$ cat src/logic/twr_pkg.sv
// Package with register map, field positions and reset values of the tuner write bank
package twr_pkg;
	localparam logic [3:0] TWR_OFS_DIV_HIGH = 4'h2;
	localparam logic [3:0] TWR_OFS_DIV_LOW = 4'h3;
	localparam logic [3:0] TWR_OFS_GAIN = 4'h4;
	localparam logic [3:0] TWR_OFS_PUMP_REF = 4'h5;
	localparam logic [3:0] TWR_OFS_FILT_RES = 4'h6;
	localparam logic [3:0] TWR_OFS_PORT1_BW = 4'h7;
	localparam logic [3:0] TWR_OFS_PUMP_CTRL = 4'h8;
	localparam logic [3:0] TWR_OFS_LO_BAND = 4'h9;
	localparam logic [3:0] TWR_OFS_TUNE_RATE = 4'hA;
	localparam logic [3:0] TWR_OFS_WINDOW = 4'hB;
	localparam logic [3:0] TWR_OFS_TEST = 4'hC;
	localparam logic [3:0] TWR_OFS_POWER = 4'hD;
	localparam logic [3:0] TWR_OFS_FIRST = 4'h2;
	localparam logic [3:0] TWR_OFS_LAST = 4'hD;
	localparam int TWR_NUM_REGS = 12;

	localparam logic [7:0] TWR_RST_DIV_HIGH = 8'h00;
	localparam logic [7:0] TWR_RST_DIV_LOW = 8'h00;
	localparam logic [7:0] TWR_RST_GAIN = 8'h80;
	localparam logic [7:0] TWR_RST_PUMP_REF = 8'h00;
	localparam logic [7:0] TWR_RST_FILT_RES = 8'hC0;
	localparam logic [7:0] TWR_RST_PORT1_BW = 8'h20;
	localparam logic [7:0] TWR_RST_PUMP_CTRL = 8'hDB;
	localparam logic [7:0] TWR_RST_LO_BAND = 8'h30;
	localparam logic [7:0] TWR_RST_TUNE_RATE = 8'hE1;
	localparam logic [7:0] TWR_RST_WINDOW_A = 8'h75;
	localparam logic [7:0] TWR_RST_WINDOW_B = 8'hF5;
	localparam logic [7:0] TWR_RST_TEST = 8'hF0;
	localparam logic [7:0] TWR_RST_POWER = 8'h28;

	// Bits that are fixed by hardware, and their fixed value
	localparam logic [7:0] TWR_FIX_MASK_DIV_HIGH = 8'h80;
	localparam logic [7:0] TWR_FIX_MASK_TUNE_RATE = 8'hF8;
	localparam logic [7:0] TWR_FIX_VAL_TUNE_RATE = 8'hE0;

	localparam int TWR_BIT_RF_GAIN = 5;
	localparam int TWR_BIT_PRE_LO = 3;
	localparam int TWR_BIT_POST_LO = 1;
	localparam int TWR_BIT_BYPASS = 0;
	localparam int TWR_BIT_PORT = 7;
	localparam int TWR_BIT_RES_SW = 3;
	localparam int TWR_BIT_PUMP_MODE = 2;
	localparam int TWR_BIT_POWER_DOWN = 7;
	localparam int TWR_BIT_LOGIC_RESET = 1;
	localparam int TWR_BIT_LO_OUT = 0;
endpackage

$ cat src/logic/twr_ptr_decode.sv
// Start register decode from the first data byte of a write
`timescale 1ns/10ps
module twr_ptr_decode
	import twr_pkg::*;
(
	// First data byte
	input wire logic [7:0] first_byte,
	// Selected even register
	output logic [3:0] start_ofs
);
	always_comb begin
		if (!first_byte[7]) begin
			start_ofs = TWR_OFS_DIV_HIGH;
		end else if (!first_byte[6]) begin
			start_ofs = TWR_OFS_GAIN;
		end else begin
			case (first_byte[5:4])
				2'b00: start_ofs = TWR_OFS_FILT_RES;
				2'b01: start_ofs = TWR_OFS_PUMP_CTRL;
				2'b10: start_ofs = TWR_OFS_TUNE_RATE;
				default: start_ofs = TWR_OFS_TEST;
			endcase
		end
	end
endmodule // twr_ptr_decode

$ cat src/logic/twr_field_map.sv
// Splits the register bank into named control fields
`timescale 1ns/10ps
module twr_field_map
	import twr_pkg::*;
(
	// Register image, index 0 is offset 2
	input wire logic [7:0] regs [TWR_NUM_REGS],
	// Synthesizer and gains
	output logic [14:0] div_ratio,
	output logic rf_gain_sel,
	output logic [1:0] prefilter_gain,
	output logic [1:0] postfilter_gain,
	output logic bypass_disable,
	// Pump, reference, ports, filter
	output logic [1:0] switch_ports,
	output logic [1:0] pump_current_sel,
	output logic [4:0] ref_div_sel,
	output logic resistor_switch_off,
	output logic [5:0] bandwidth_code,
	output logic pump_mode,
	// LO tuning
	output logic auto_tune_disable,
	output logic [2:0] main_band_sel,
	output logic [3:0] sub_band_sel,
	output logic [2:0] tune_sample_rate,
	output logic window_select,
	output logic [2:0] window_high_level,
	output logic [2:0] window_low_level,
	output logic window_relax_en,
	// Power and filter reference
	output logic power_down,
	output logic [4:0] filter_ref_sel,
	output logic lo_output_sel
);
	assign div_ratio = {regs[0][6:0], regs[1]};
	assign rf_gain_sel = regs[2][TWR_BIT_RF_GAIN];
	assign prefilter_gain = regs[2][TWR_BIT_PRE_LO +: 2];
	assign postfilter_gain = regs[2][TWR_BIT_POST_LO +: 2];
	assign bypass_disable = regs[2][TWR_BIT_BYPASS];
	assign switch_ports = {regs[5][TWR_BIT_PORT], regs[3][TWR_BIT_PORT]};
	assign pump_current_sel = regs[3][6:5];
	assign ref_div_sel = regs[3][4:0];
	assign resistor_switch_off = regs[4][TWR_BIT_RES_SW];
	assign bandwidth_code = regs[5][6:1];
	assign pump_mode = regs[6][TWR_BIT_PUMP_MODE];
	assign auto_tune_disable = regs[7][7];
	assign main_band_sel = regs[7][6:4];
	assign sub_band_sel = regs[7][3:0];
	assign tune_sample_rate = regs[8][2:0];
	assign window_select = regs[9][7];
	assign window_high_level = regs[9][6:4];
	assign window_low_level = regs[9][3:1];
	assign window_relax_en = regs[9][0];
	assign power_down = regs[11][TWR_BIT_POWER_DOWN];
	assign filter_ref_sel = regs[11][6:2];
	assign lo_output_sel = regs[11][TWR_BIT_LO_OUT];
endmodule // twr_field_map

$ cat src/logic/twr_bank.sv
// Tuner write register bank loaded byte by byte from the serial slave
//
// Contract
// 15-bit division ratio in bytes 2 and 3, byte 2 bit 7 zero, reset zero.
// Controller computes ratio as frequency over comparison step; not checked here.
// RF gain select at byte 4 bit 5, reset zero.
// Pre-filter gain at byte 4 bits 4..3, reset 00.
// Post-filter gain at byte 4 bits 2..1, reset 00.
// Bypass disable at byte 4 bit 0, reset zero keeps bypass on.
// Power-on defaults loaded into every byte as tabulated.
// Byte 5 holds port 0, pump current and reference divider; resets zero.
// Byte 9 holds tuning disable, main band, sub-band; resets 0x30.
// Byte 10 has fixed 11100 high bits, sample rate low; resets 0xE1.
// Byte 11 holds window fields; reset 0x75 or 0xF5 by parameter.
// Byte 13 holds power-down, filter reference, logic reset, LO output.
// Byte 6 resistor switch, byte 7 port 1 and bandwidth, byte 8 pump mode.
// Pointer advances after every accepted data byte before byte 13; after byte 13 it stays at 13.
// First data byte selects the starting even register from its upper bits.
// Bytes beyond byte 13 are ignored.
// Logic reset bit restores bytes 7, 9-13 then clears itself; zero no effect.
`timescale 1ns/10ps
module twr_bank
	import twr_pkg::*;
#(
	parameter logic [7:0] WINDOW_RESET = TWR_RST_WINDOW_A
)
(
	// Clock and reset
	input wire logic sys_clk,
	input wire logic rst,
	// Byte stream from the serial slave
	input wire logic wr_start,
	input wire logic wr_valid,
	input wire logic [7:0] wr_data,
	// Decoded fields
	output logic [14:0] div_ratio,
	output logic rf_gain_sel,
	output logic [1:0] prefilter_gain,
	output logic [1:0] postfilter_gain,
	output logic bypass_disable,
	output logic [1:0] switch_ports,
	output logic [1:0] pump_current_sel,
	output logic [4:0] ref_div_sel,
	output logic resistor_switch_off,
	output logic [5:0] bandwidth_code,
	output logic pump_mode,
	output logic auto_tune_disable,
	output logic [2:0] main_band_sel,
	output logic [3:0] sub_band_sel,
	output logic [2:0] tune_sample_rate,
	output logic window_select,
	output logic [2:0] window_high_level,
	output logic [2:0] window_low_level,
	output logic window_relax_en,
	output logic power_down,
	output logic [4:0] filter_ref_sel,
	output logic lo_output_sel,
	// Pointer state
	output logic wr_idle,
	output logic [3:0] wr_ptr
);
	if (WINDOW_RESET != TWR_RST_WINDOW_A && WINDOW_RESET != TWR_RST_WINDOW_B) begin : g_window_check
		$error("WINDOW_RESET must be 8'h75 or 8'hF5");
	end

	typedef enum logic [1:0] {
		TWR_IDLE,
		TWR_WAIT_FIRST,
		TWR_STREAM,
		TWR_DONE
	} twr_state_e;

	typedef struct packed {
		twr_state_e state;
		logic [3:0] ptr;
		logic [TWR_NUM_REGS-1:0][7:0] regs;
	} twr_state_s;

	twr_state_s st_reg;
	twr_state_s st_next;
	logic [3:0] start_ofs;
	logic [7:0] reg_view [TWR_NUM_REGS];

	// Reset image, index 0 is offset 2
	function automatic logic [7:0] reset_of(input int idx);
		case (idx)
			0: reset_of = TWR_RST_DIV_HIGH;
			1: reset_of = TWR_RST_DIV_LOW;
			2: reset_of = TWR_RST_GAIN;
			3: reset_of = TWR_RST_PUMP_REF;
			4: reset_of = TWR_RST_FILT_RES;
			5: reset_of = TWR_RST_PORT1_BW;
			6: reset_of = TWR_RST_PUMP_CTRL;
			7: reset_of = TWR_RST_LO_BAND;
			8: reset_of = TWR_RST_TUNE_RATE;
			9: reset_of = WINDOW_RESET;
			10: reset_of = TWR_RST_TEST;
			default: reset_of = TWR_RST_POWER;
		endcase
	endfunction

	// Registers hit by the logic reset bit
	function automatic logic cleared_by_logic_reset(input int idx);
		cleared_by_logic_reset = (idx == 5) || (idx >= 7);
	endfunction

	// Fixed bits cannot be overwritten
	function automatic logic [7:0] fix_bits(input int idx, input logic [7:0] val);
		if (idx == 0) begin
			fix_bits = val & ~TWR_FIX_MASK_DIV_HIGH;
		end else if (idx == 8) begin
			fix_bits = (val & ~TWR_FIX_MASK_TUNE_RATE) | TWR_FIX_VAL_TUNE_RATE;
		end else begin
			fix_bits = val;
		end
	endfunction

	twr_ptr_decode twr_ptr_decode_i (
		.first_byte(wr_data),
		.start_ofs(start_ofs)
	);

	always_comb begin
		logic [3:0] tgt;
		logic hit;
		logic [7:0] wval;
		tgt = 4'h0;
		hit = 1'b0;
		wval = 8'h00;
		st_next = st_reg;
		case (st_reg.state)
			TWR_IDLE: begin
				if (wr_start) begin
					st_next.state = TWR_WAIT_FIRST;
				end
			end
			TWR_WAIT_FIRST: begin
				if (wr_valid) begin
					tgt = start_ofs;
					hit = 1'b1;
				end
			end
			TWR_STREAM: begin
				if (wr_valid) begin
					tgt = st_reg.ptr;
					hit = 1'b1;
				end
			end
			TWR_DONE: begin
				// Past byte 13; drop data until a new start
			end
			default: st_next.state = TWR_IDLE;
		endcase
		if (wr_start) begin
			st_next.state = TWR_WAIT_FIRST;
		end else if (hit) begin
			if (tgt == TWR_OFS_LAST) begin
				st_next.state = TWR_DONE;
			end else begin
				st_next.state = TWR_STREAM;
				st_next.ptr = tgt + 4'h1;
			end
			wval = fix_bits(int'(tgt - TWR_OFS_FIRST), wr_data);
			if (tgt == TWR_OFS_POWER && wr_data[TWR_BIT_LOGIC_RESET]) begin
				for (int i = 0; i < TWR_NUM_REGS; i++) begin
					if (cleared_by_logic_reset(i)) begin
						st_next.regs[i] = reset_of(i);
					end
				end
				st_next.regs[TWR_NUM_REGS-1][TWR_BIT_LOGIC_RESET] = 1'b0;
			end else begin
				st_next.regs[tgt - TWR_OFS_FIRST] = wval;
			end
		end
		if (rst) begin
			st_next.state = TWR_IDLE;
			st_next.ptr = TWR_OFS_FIRST;
			for (int i = 0; i < TWR_NUM_REGS; i++) begin
				st_next.regs[i] = reset_of(i);
			end
		end
	end

	always_ff @(posedge sys_clk) begin
		st_reg <= st_next;
	end

	generate
		for (genvar g = 0; g < TWR_NUM_REGS; g++) begin : g_view
			assign reg_view[g] = st_reg.regs[g];
		end
	endgenerate

	twr_field_map twr_field_map_i (
		.regs(reg_view),
		.div_ratio(div_ratio),
		.rf_gain_sel(rf_gain_sel),
		.prefilter_gain(prefilter_gain),
		.postfilter_gain(postfilter_gain),
		.bypass_disable(bypass_disable),
		.switch_ports(switch_ports),
		.pump_current_sel(pump_current_sel),
		.ref_div_sel(ref_div_sel),
		.resistor_switch_off(resistor_switch_off),
		.bandwidth_code(bandwidth_code),
		.pump_mode(pump_mode),
		.auto_tune_disable(auto_tune_disable),
		.main_band_sel(main_band_sel),
		.sub_band_sel(sub_band_sel),
		.tune_sample_rate(tune_sample_rate),
		.window_select(window_select),
		.window_high_level(window_high_level),
		.window_low_level(window_low_level),
		.window_relax_en(window_relax_en),
		.power_down(power_down),
		.filter_ref_sel(filter_ref_sel),
		.lo_output_sel(lo_output_sel)
	);

	assign wr_idle = (st_reg.state == TWR_IDLE);
	assign wr_ptr = st_reg.ptr;
endmodule // twr_bank

$ cat config.mk
export PLATFORM = sky130hd
export DESIGN_NAME = twr_bank
export DESIGN_NICKNAME = d
export VERILOG_FILES = /design/src/logic/twr_pkg.sv /design/src/logic/twr_ptr_decode.sv /design/src/logic/twr_field_map.sv /design/src/logic/twr_bank.sv
export SDC_FILE = /design/constraint.sdc
export NUM_CORES = 1
export LEC_CHECK = 0
export BUFFER_PORTS_ARGS = -buffer_cell sky130_fd_sc_hd__clkbuf_2
export CORE_UTILIZATION = 30
export CTS_BUF_LIST = sky130_fd_sc_hd__clkbuf_8 sky130_fd_sc_hd__clkbuf_16
export DETAILED_ROUTE_END_ITERATION = 12
export PLACE_DENSITY_LB_ADDON = 0.25
export RECOVER_POWER = 25
export REMOVE_ABC_BUFFERS = 1
export SYNTH_ARGS = -nofsm -noshare
export SYNTH_HDL_FRONTEND = slang
export SYNTH_SLANG_ARGS = --single-unit
$ cat constraint.sdc
create_clock -name sys_clk -period 3.7 [get_ports sys_clk]
set_input_delay 0.555 -clock sys_clk [delete_from_list [all_inputs] [get_ports sys_clk]]
set_output_delay 0.555 -clock sys_clk [all_outputs]
set_load 0.05 [all_outputs]
==> results.yml <==
worst_setup_path:
  worst_path_largest_cell_delay_ns: 0.48
  library_cell_contributing_the_largest_single_delay_on_the_critical_path: "sky130_fd_sc_hd__ha_1"
  setup.worst_path.start: "wr_data[5]"
  critical_path.n_buffers_inverters: 2
  critPathTopFamily: "simple AND/OR/NAND/NOR gates"
  crit-reg2reg-launch: "st_reg[101]$_SDFFE_PP0P_"
  rrSetupSlack_ns: 0.66
  critPathMaxFanout: 9
  cp.arrival_ns: 3.28
  cp.required_ns: 3.86
  cell_breakdown_of_the_critical_path: "clkbuf_2 -> inv_1 -> ha_1 -> nand2_2 -> a32oi_4 -> nor2_1 -> ha_1 -> nand2_1 -> nor2_1 -> o211ai_1 -> and2_1 -> mux2i_1 -> nor2_1"
  crit_type: "input pin to register"
  worstSetupEndpointType: "register"
  reg2reg_depth: 11
  crit_top_cell: "sky130_fd_sc_hd__nor2_1"
  critical_path.startpoint_type: "input pin"
  critical_path_depth: 13
clock_network:
  post_cts.resized_instances: 0
  tritoncts_clock_tree: "done"
  buffer_depth_of_the_longest_clock_path: 2
  cts_inserted_buffers: 9
  clock_tree.htree_level_count: 3
  worstSkewPairLatency_ns: 0.33
  root_buffer: "sky130_fd_sc_hd__clkbuf_16"
  numClockSinks: 70
  cts.clk_slew.worst_paths_ns: 0.06
  post_cts_hold_buffer_count: 0
  cts.repair_timing.setup_buffer_count: 0
run_status:
  run_status: "completed"
timing:
  final-setup-viol-count: 0
  tightestPinTransition_ns: 1.330
  fin_tns_setup_ns: 0
  post-route-min-period_ns: 3.123
  fin_ws_ns: 0.5771
  min_period_over_period: 0.8440
  maxClockFrequency_mhz: 320.2
  timing_hold_violations_final: 0
  setup_repair_after_global_routing_missed_its_margin: "no"
  final.setup_skew_ns: 0.009401
  slew_viol_final: 0
  slew-limit-headroom: 0.1136
synth:
  synth_enable_flop_cells: 0
  mappedNetlistArea_um2: 3502
  synth.avg_cell_area_um2: 9.648
  synth_top_flop_cell: "sky130_fd_sc_hd__dfxtp_1"
  synth.ff_latch_count: 70
  syn_inst: 363
  postSynth.asyncResetShare: 0
  yosys_warnings: 0
  synth.lib_cells_used.distinct: 58
  yosysSeqAreaShare: 0.4001
global_route:
  wire_length_of_the_first_global_routing_pass_mm: 13.56
  grt_pass1_vias: 2395
  antenna_found_initial: 0
  grt_start_max_net_pins: 30
  grt-ovfl-total: 0
  grt_usage: 0.1538
die:
  die_w_um: 110.0
  io_pins: 81
  coreArea_um2: 11420
  initial_core_util: 0.3067
  overall_die_area_um2: 12110
  die_height_um: 110.0
  rows: 39
routing:
  vias: 2517
  route.detailed.vias_per_inst: 4.758
  drt_pre_antenna_iters: 4
  wl_per_cell_um: 16.88
  drc_violations_left: 0
  drt_iter0_drcs: 104
  route.final.wire_length_mm: 8.927
  post_drt_antenna_nets: 0
pwr:
  ir_worst_vdd_mv: 0.2311
  comb_power_share: 0.072
  sw_frac_of_total: 0.2325
  p_int_mw: 1.399
  pwr-share-seq: 0.417
  p_per_area_nw_per_um2: 472.3
  power.switching_mw: 0.4240
  share_clk_of_total_power: 0.510
  design_power_total_mw: 1.824
  leakage_nw: 1.632
hold_path:
  hold-path-cell-count: 2
  min_path_type: "input pin to register"
cells_and_area:
  antennaDiodeCount: 0
  finalNetCount: 404
  post_layout_nonfiller_instances: 529
  final_layout_size_suffix_gt1_frac: 0.2409
  area.growth.synth_to_final_pct: 10.25
placement:
  detailedPlacementHpwl_mm: 6.432
  place.detailed.instances: 514
  gp_routability_congestion: 0.8688
  port-buffer-count: 80
  dpl_worst_slack_ns: 0.3001
run:
  drv_cap: 0
layout make-up:
class / instances / area (µm²)
clock buffer: 10 / 239.0
clock inverter: 5 / 81.33
fill: 1217 / 7557
inverter: 15 / 56.30
multi-input combinational: 201 / 1509
sequential: 70 / 1401
tap: 143 / 178.9
timing repair buffer: 85 / 395.4
cells in the final DEF, fill, tap and decap left out, types with 2 or more instances in the layout:
master / count
sky130_fd_sc_hd__nand3_2: 2
sky130_fd_sc_hd__o211ai_1: 3
sky130_fd_sc_hd__o32a_1: 2
sky130_fd_sc_hd__and3_1: 2
sky130_fd_sc_hd__nand2_2: 2
sky130_fd_sc_hd__dfxtp_1: 70
sky130_fd_sc_hd__nor4_1: 3
sky130_fd_sc_hd__a2bb2oi_1: 5
sky130_fd_sc_hd__or2_2: 2
sky130_fd_sc_hd__clkbuf_16: 9
sky130_fd_sc_hd__buf_4: 5
sky130_fd_sc_hd__nor3_1: 2
sky130_fd_sc_hd__bufinv_16: 2
sky130_fd_sc_hd__a22oi_1: 2
sky130_fd_sc_hd__nor3_2: 2
sky130_fd_sc_hd__a32o_1: 2
sky130_fd_sc_hd__nor2_1: 48
sky130_fd_sc_hd__inv_1: 15
sky130_fd_sc_hd__mux2i_1: 28
sky130_fd_sc_hd__clkbuf_1: 34
sky130_fd_sc_hd__a22o_1: 15
sky130_fd_sc_hd__a211oi_1: 4
sky130_fd_sc_hd__ha_1: 10
sky130_fd_sc_hd__nand2_1: 12
sky130_fd_sc_hd__nor2b_1: 2
sky130_fd_sc_hd__clkbuf_2: 46
sky130_fd_sc_hd__a21oi_1: 6
sky130_fd_sc_hd__o21ai_0: 4
sky130_fd_sc_hd__o32ai_1: 5
sky130_fd_sc_hd__and2_1: 4
sky130_fd_sc_hd__a31oi_1: 2
sky130_fd_sc_hd__a211oi_2: 6
worst min-delay path by stage:
stage / from / endpoint / slack (ns)
floorplan: st_reg[101]$_SDFFE_PP0P_ / st_reg[101]$_SDFFE_PP0P_ / 0.48
global placement: reg_view[53]$_SDFFE_PP1P_ / reg_view[53]$_SDFFE_PP1P_ / 0.46
detailed placement: reg_view[53]$_SDFFE_PP1P_ / reg_view[53]$_SDFFE_PP1P_ / 0.46
CTS: wr_start / st_reg[101]$_SDFFE_PP0P_ / 0.42
global route: wr_start / st_reg[101]$_SDFFE_PP0P_ / 0.41
finish: wr_start / st_reg[101]$_SDFFE_PP0P_ / 0.42
cell families after synthesis:
family | Yosys count | share of synthesized area
muxes | 28 | 0.08003
adders and majority gates | 10 | 0.03573
buffers and inverters | 92 | 0.1690
xor gates and xnor gates | 2 | 0.005003
and+or+nand+nor | 94 | 0.1397
AOI/OAI and AO/OA | 67 | 0.1704
DFF | 70 | 0.4001
routing by layer:
layer | up-vias | routed length (µm) | GRT usage
li1 | 1248 | - | -
met1 | 1201 | 4364 | 0.2069
met2 | 58 | 4007 | 0.2335
met3 | 10 | 409 | 0.04468
met4 | 0 | 146 | 0.05333
met5 | - | 0 | 0
power by group through the flow:
stage               Clock, mW  Combinational [mW]  Sequential [mW]
floorplan                   0              0.0727            0.786
global placement            0               0.132            0.778
detailed placement          0               0.133            0.778
CTS                     0.956               0.134            0.761
global route            0.996               0.143            0.761
finish                  0.930               0.132            0.761
synth_stat cells (3+ instances only):
cell type,instances,area share
sky130_fd_sc_hd__a21oi_1,6,0.0086
sky130_fd_sc_hd__inv_1,15,0.016
sky130_fd_sc_hd__buf_2,8,0.011
sky130_fd_sc_hd__nor4_1,3,0.0054
sky130_fd_sc_hd__dfxtp_1,70,0.40
sky130_fd_sc_hd__a211oi_1,4,0.0086
sky130_fd_sc_hd__and2_1,4,0.0071
sky130_fd_sc_hd__nor2_1,48,0.051
sky130_fd_sc_hd__a22o_1,15,0.038
sky130_fd_sc_hd__o21ai_0,4,0.0057
sky130_fd_sc_hd__a2bb2oi_1,5,0.013
sky130_fd_sc_hd__a211oi_2,6,0.021
sky130_fd_sc_hd__buf_4,59,0.13
sky130_fd_sc_hd__o211ai_1,3,0.0064
sky130_fd_sc_hd__o32ai_1,5,0.013
sky130_fd_sc_hd__clkbuf_1,6,0.0064
sky130_fd_sc_hd__mux2i_1,28,0.080
sky130_fd_sc_hd__nand2_1,12,0.013
sky130_fd_sc_hd__ha_1,10,0.036
through the flow:
stage               hold slack [ns]    util  cell area, µm²
floorplan                    0.4770       -            2967
global placement             0.4640  0.3138            3583
detailed placement           0.4636  0.3138            3583
CTS                          0.4210  0.3419            3904
global route                 0.4141  0.3382            3861
finish                       0.4205  0.3382            3861
(Power assumes the default switching activity.)
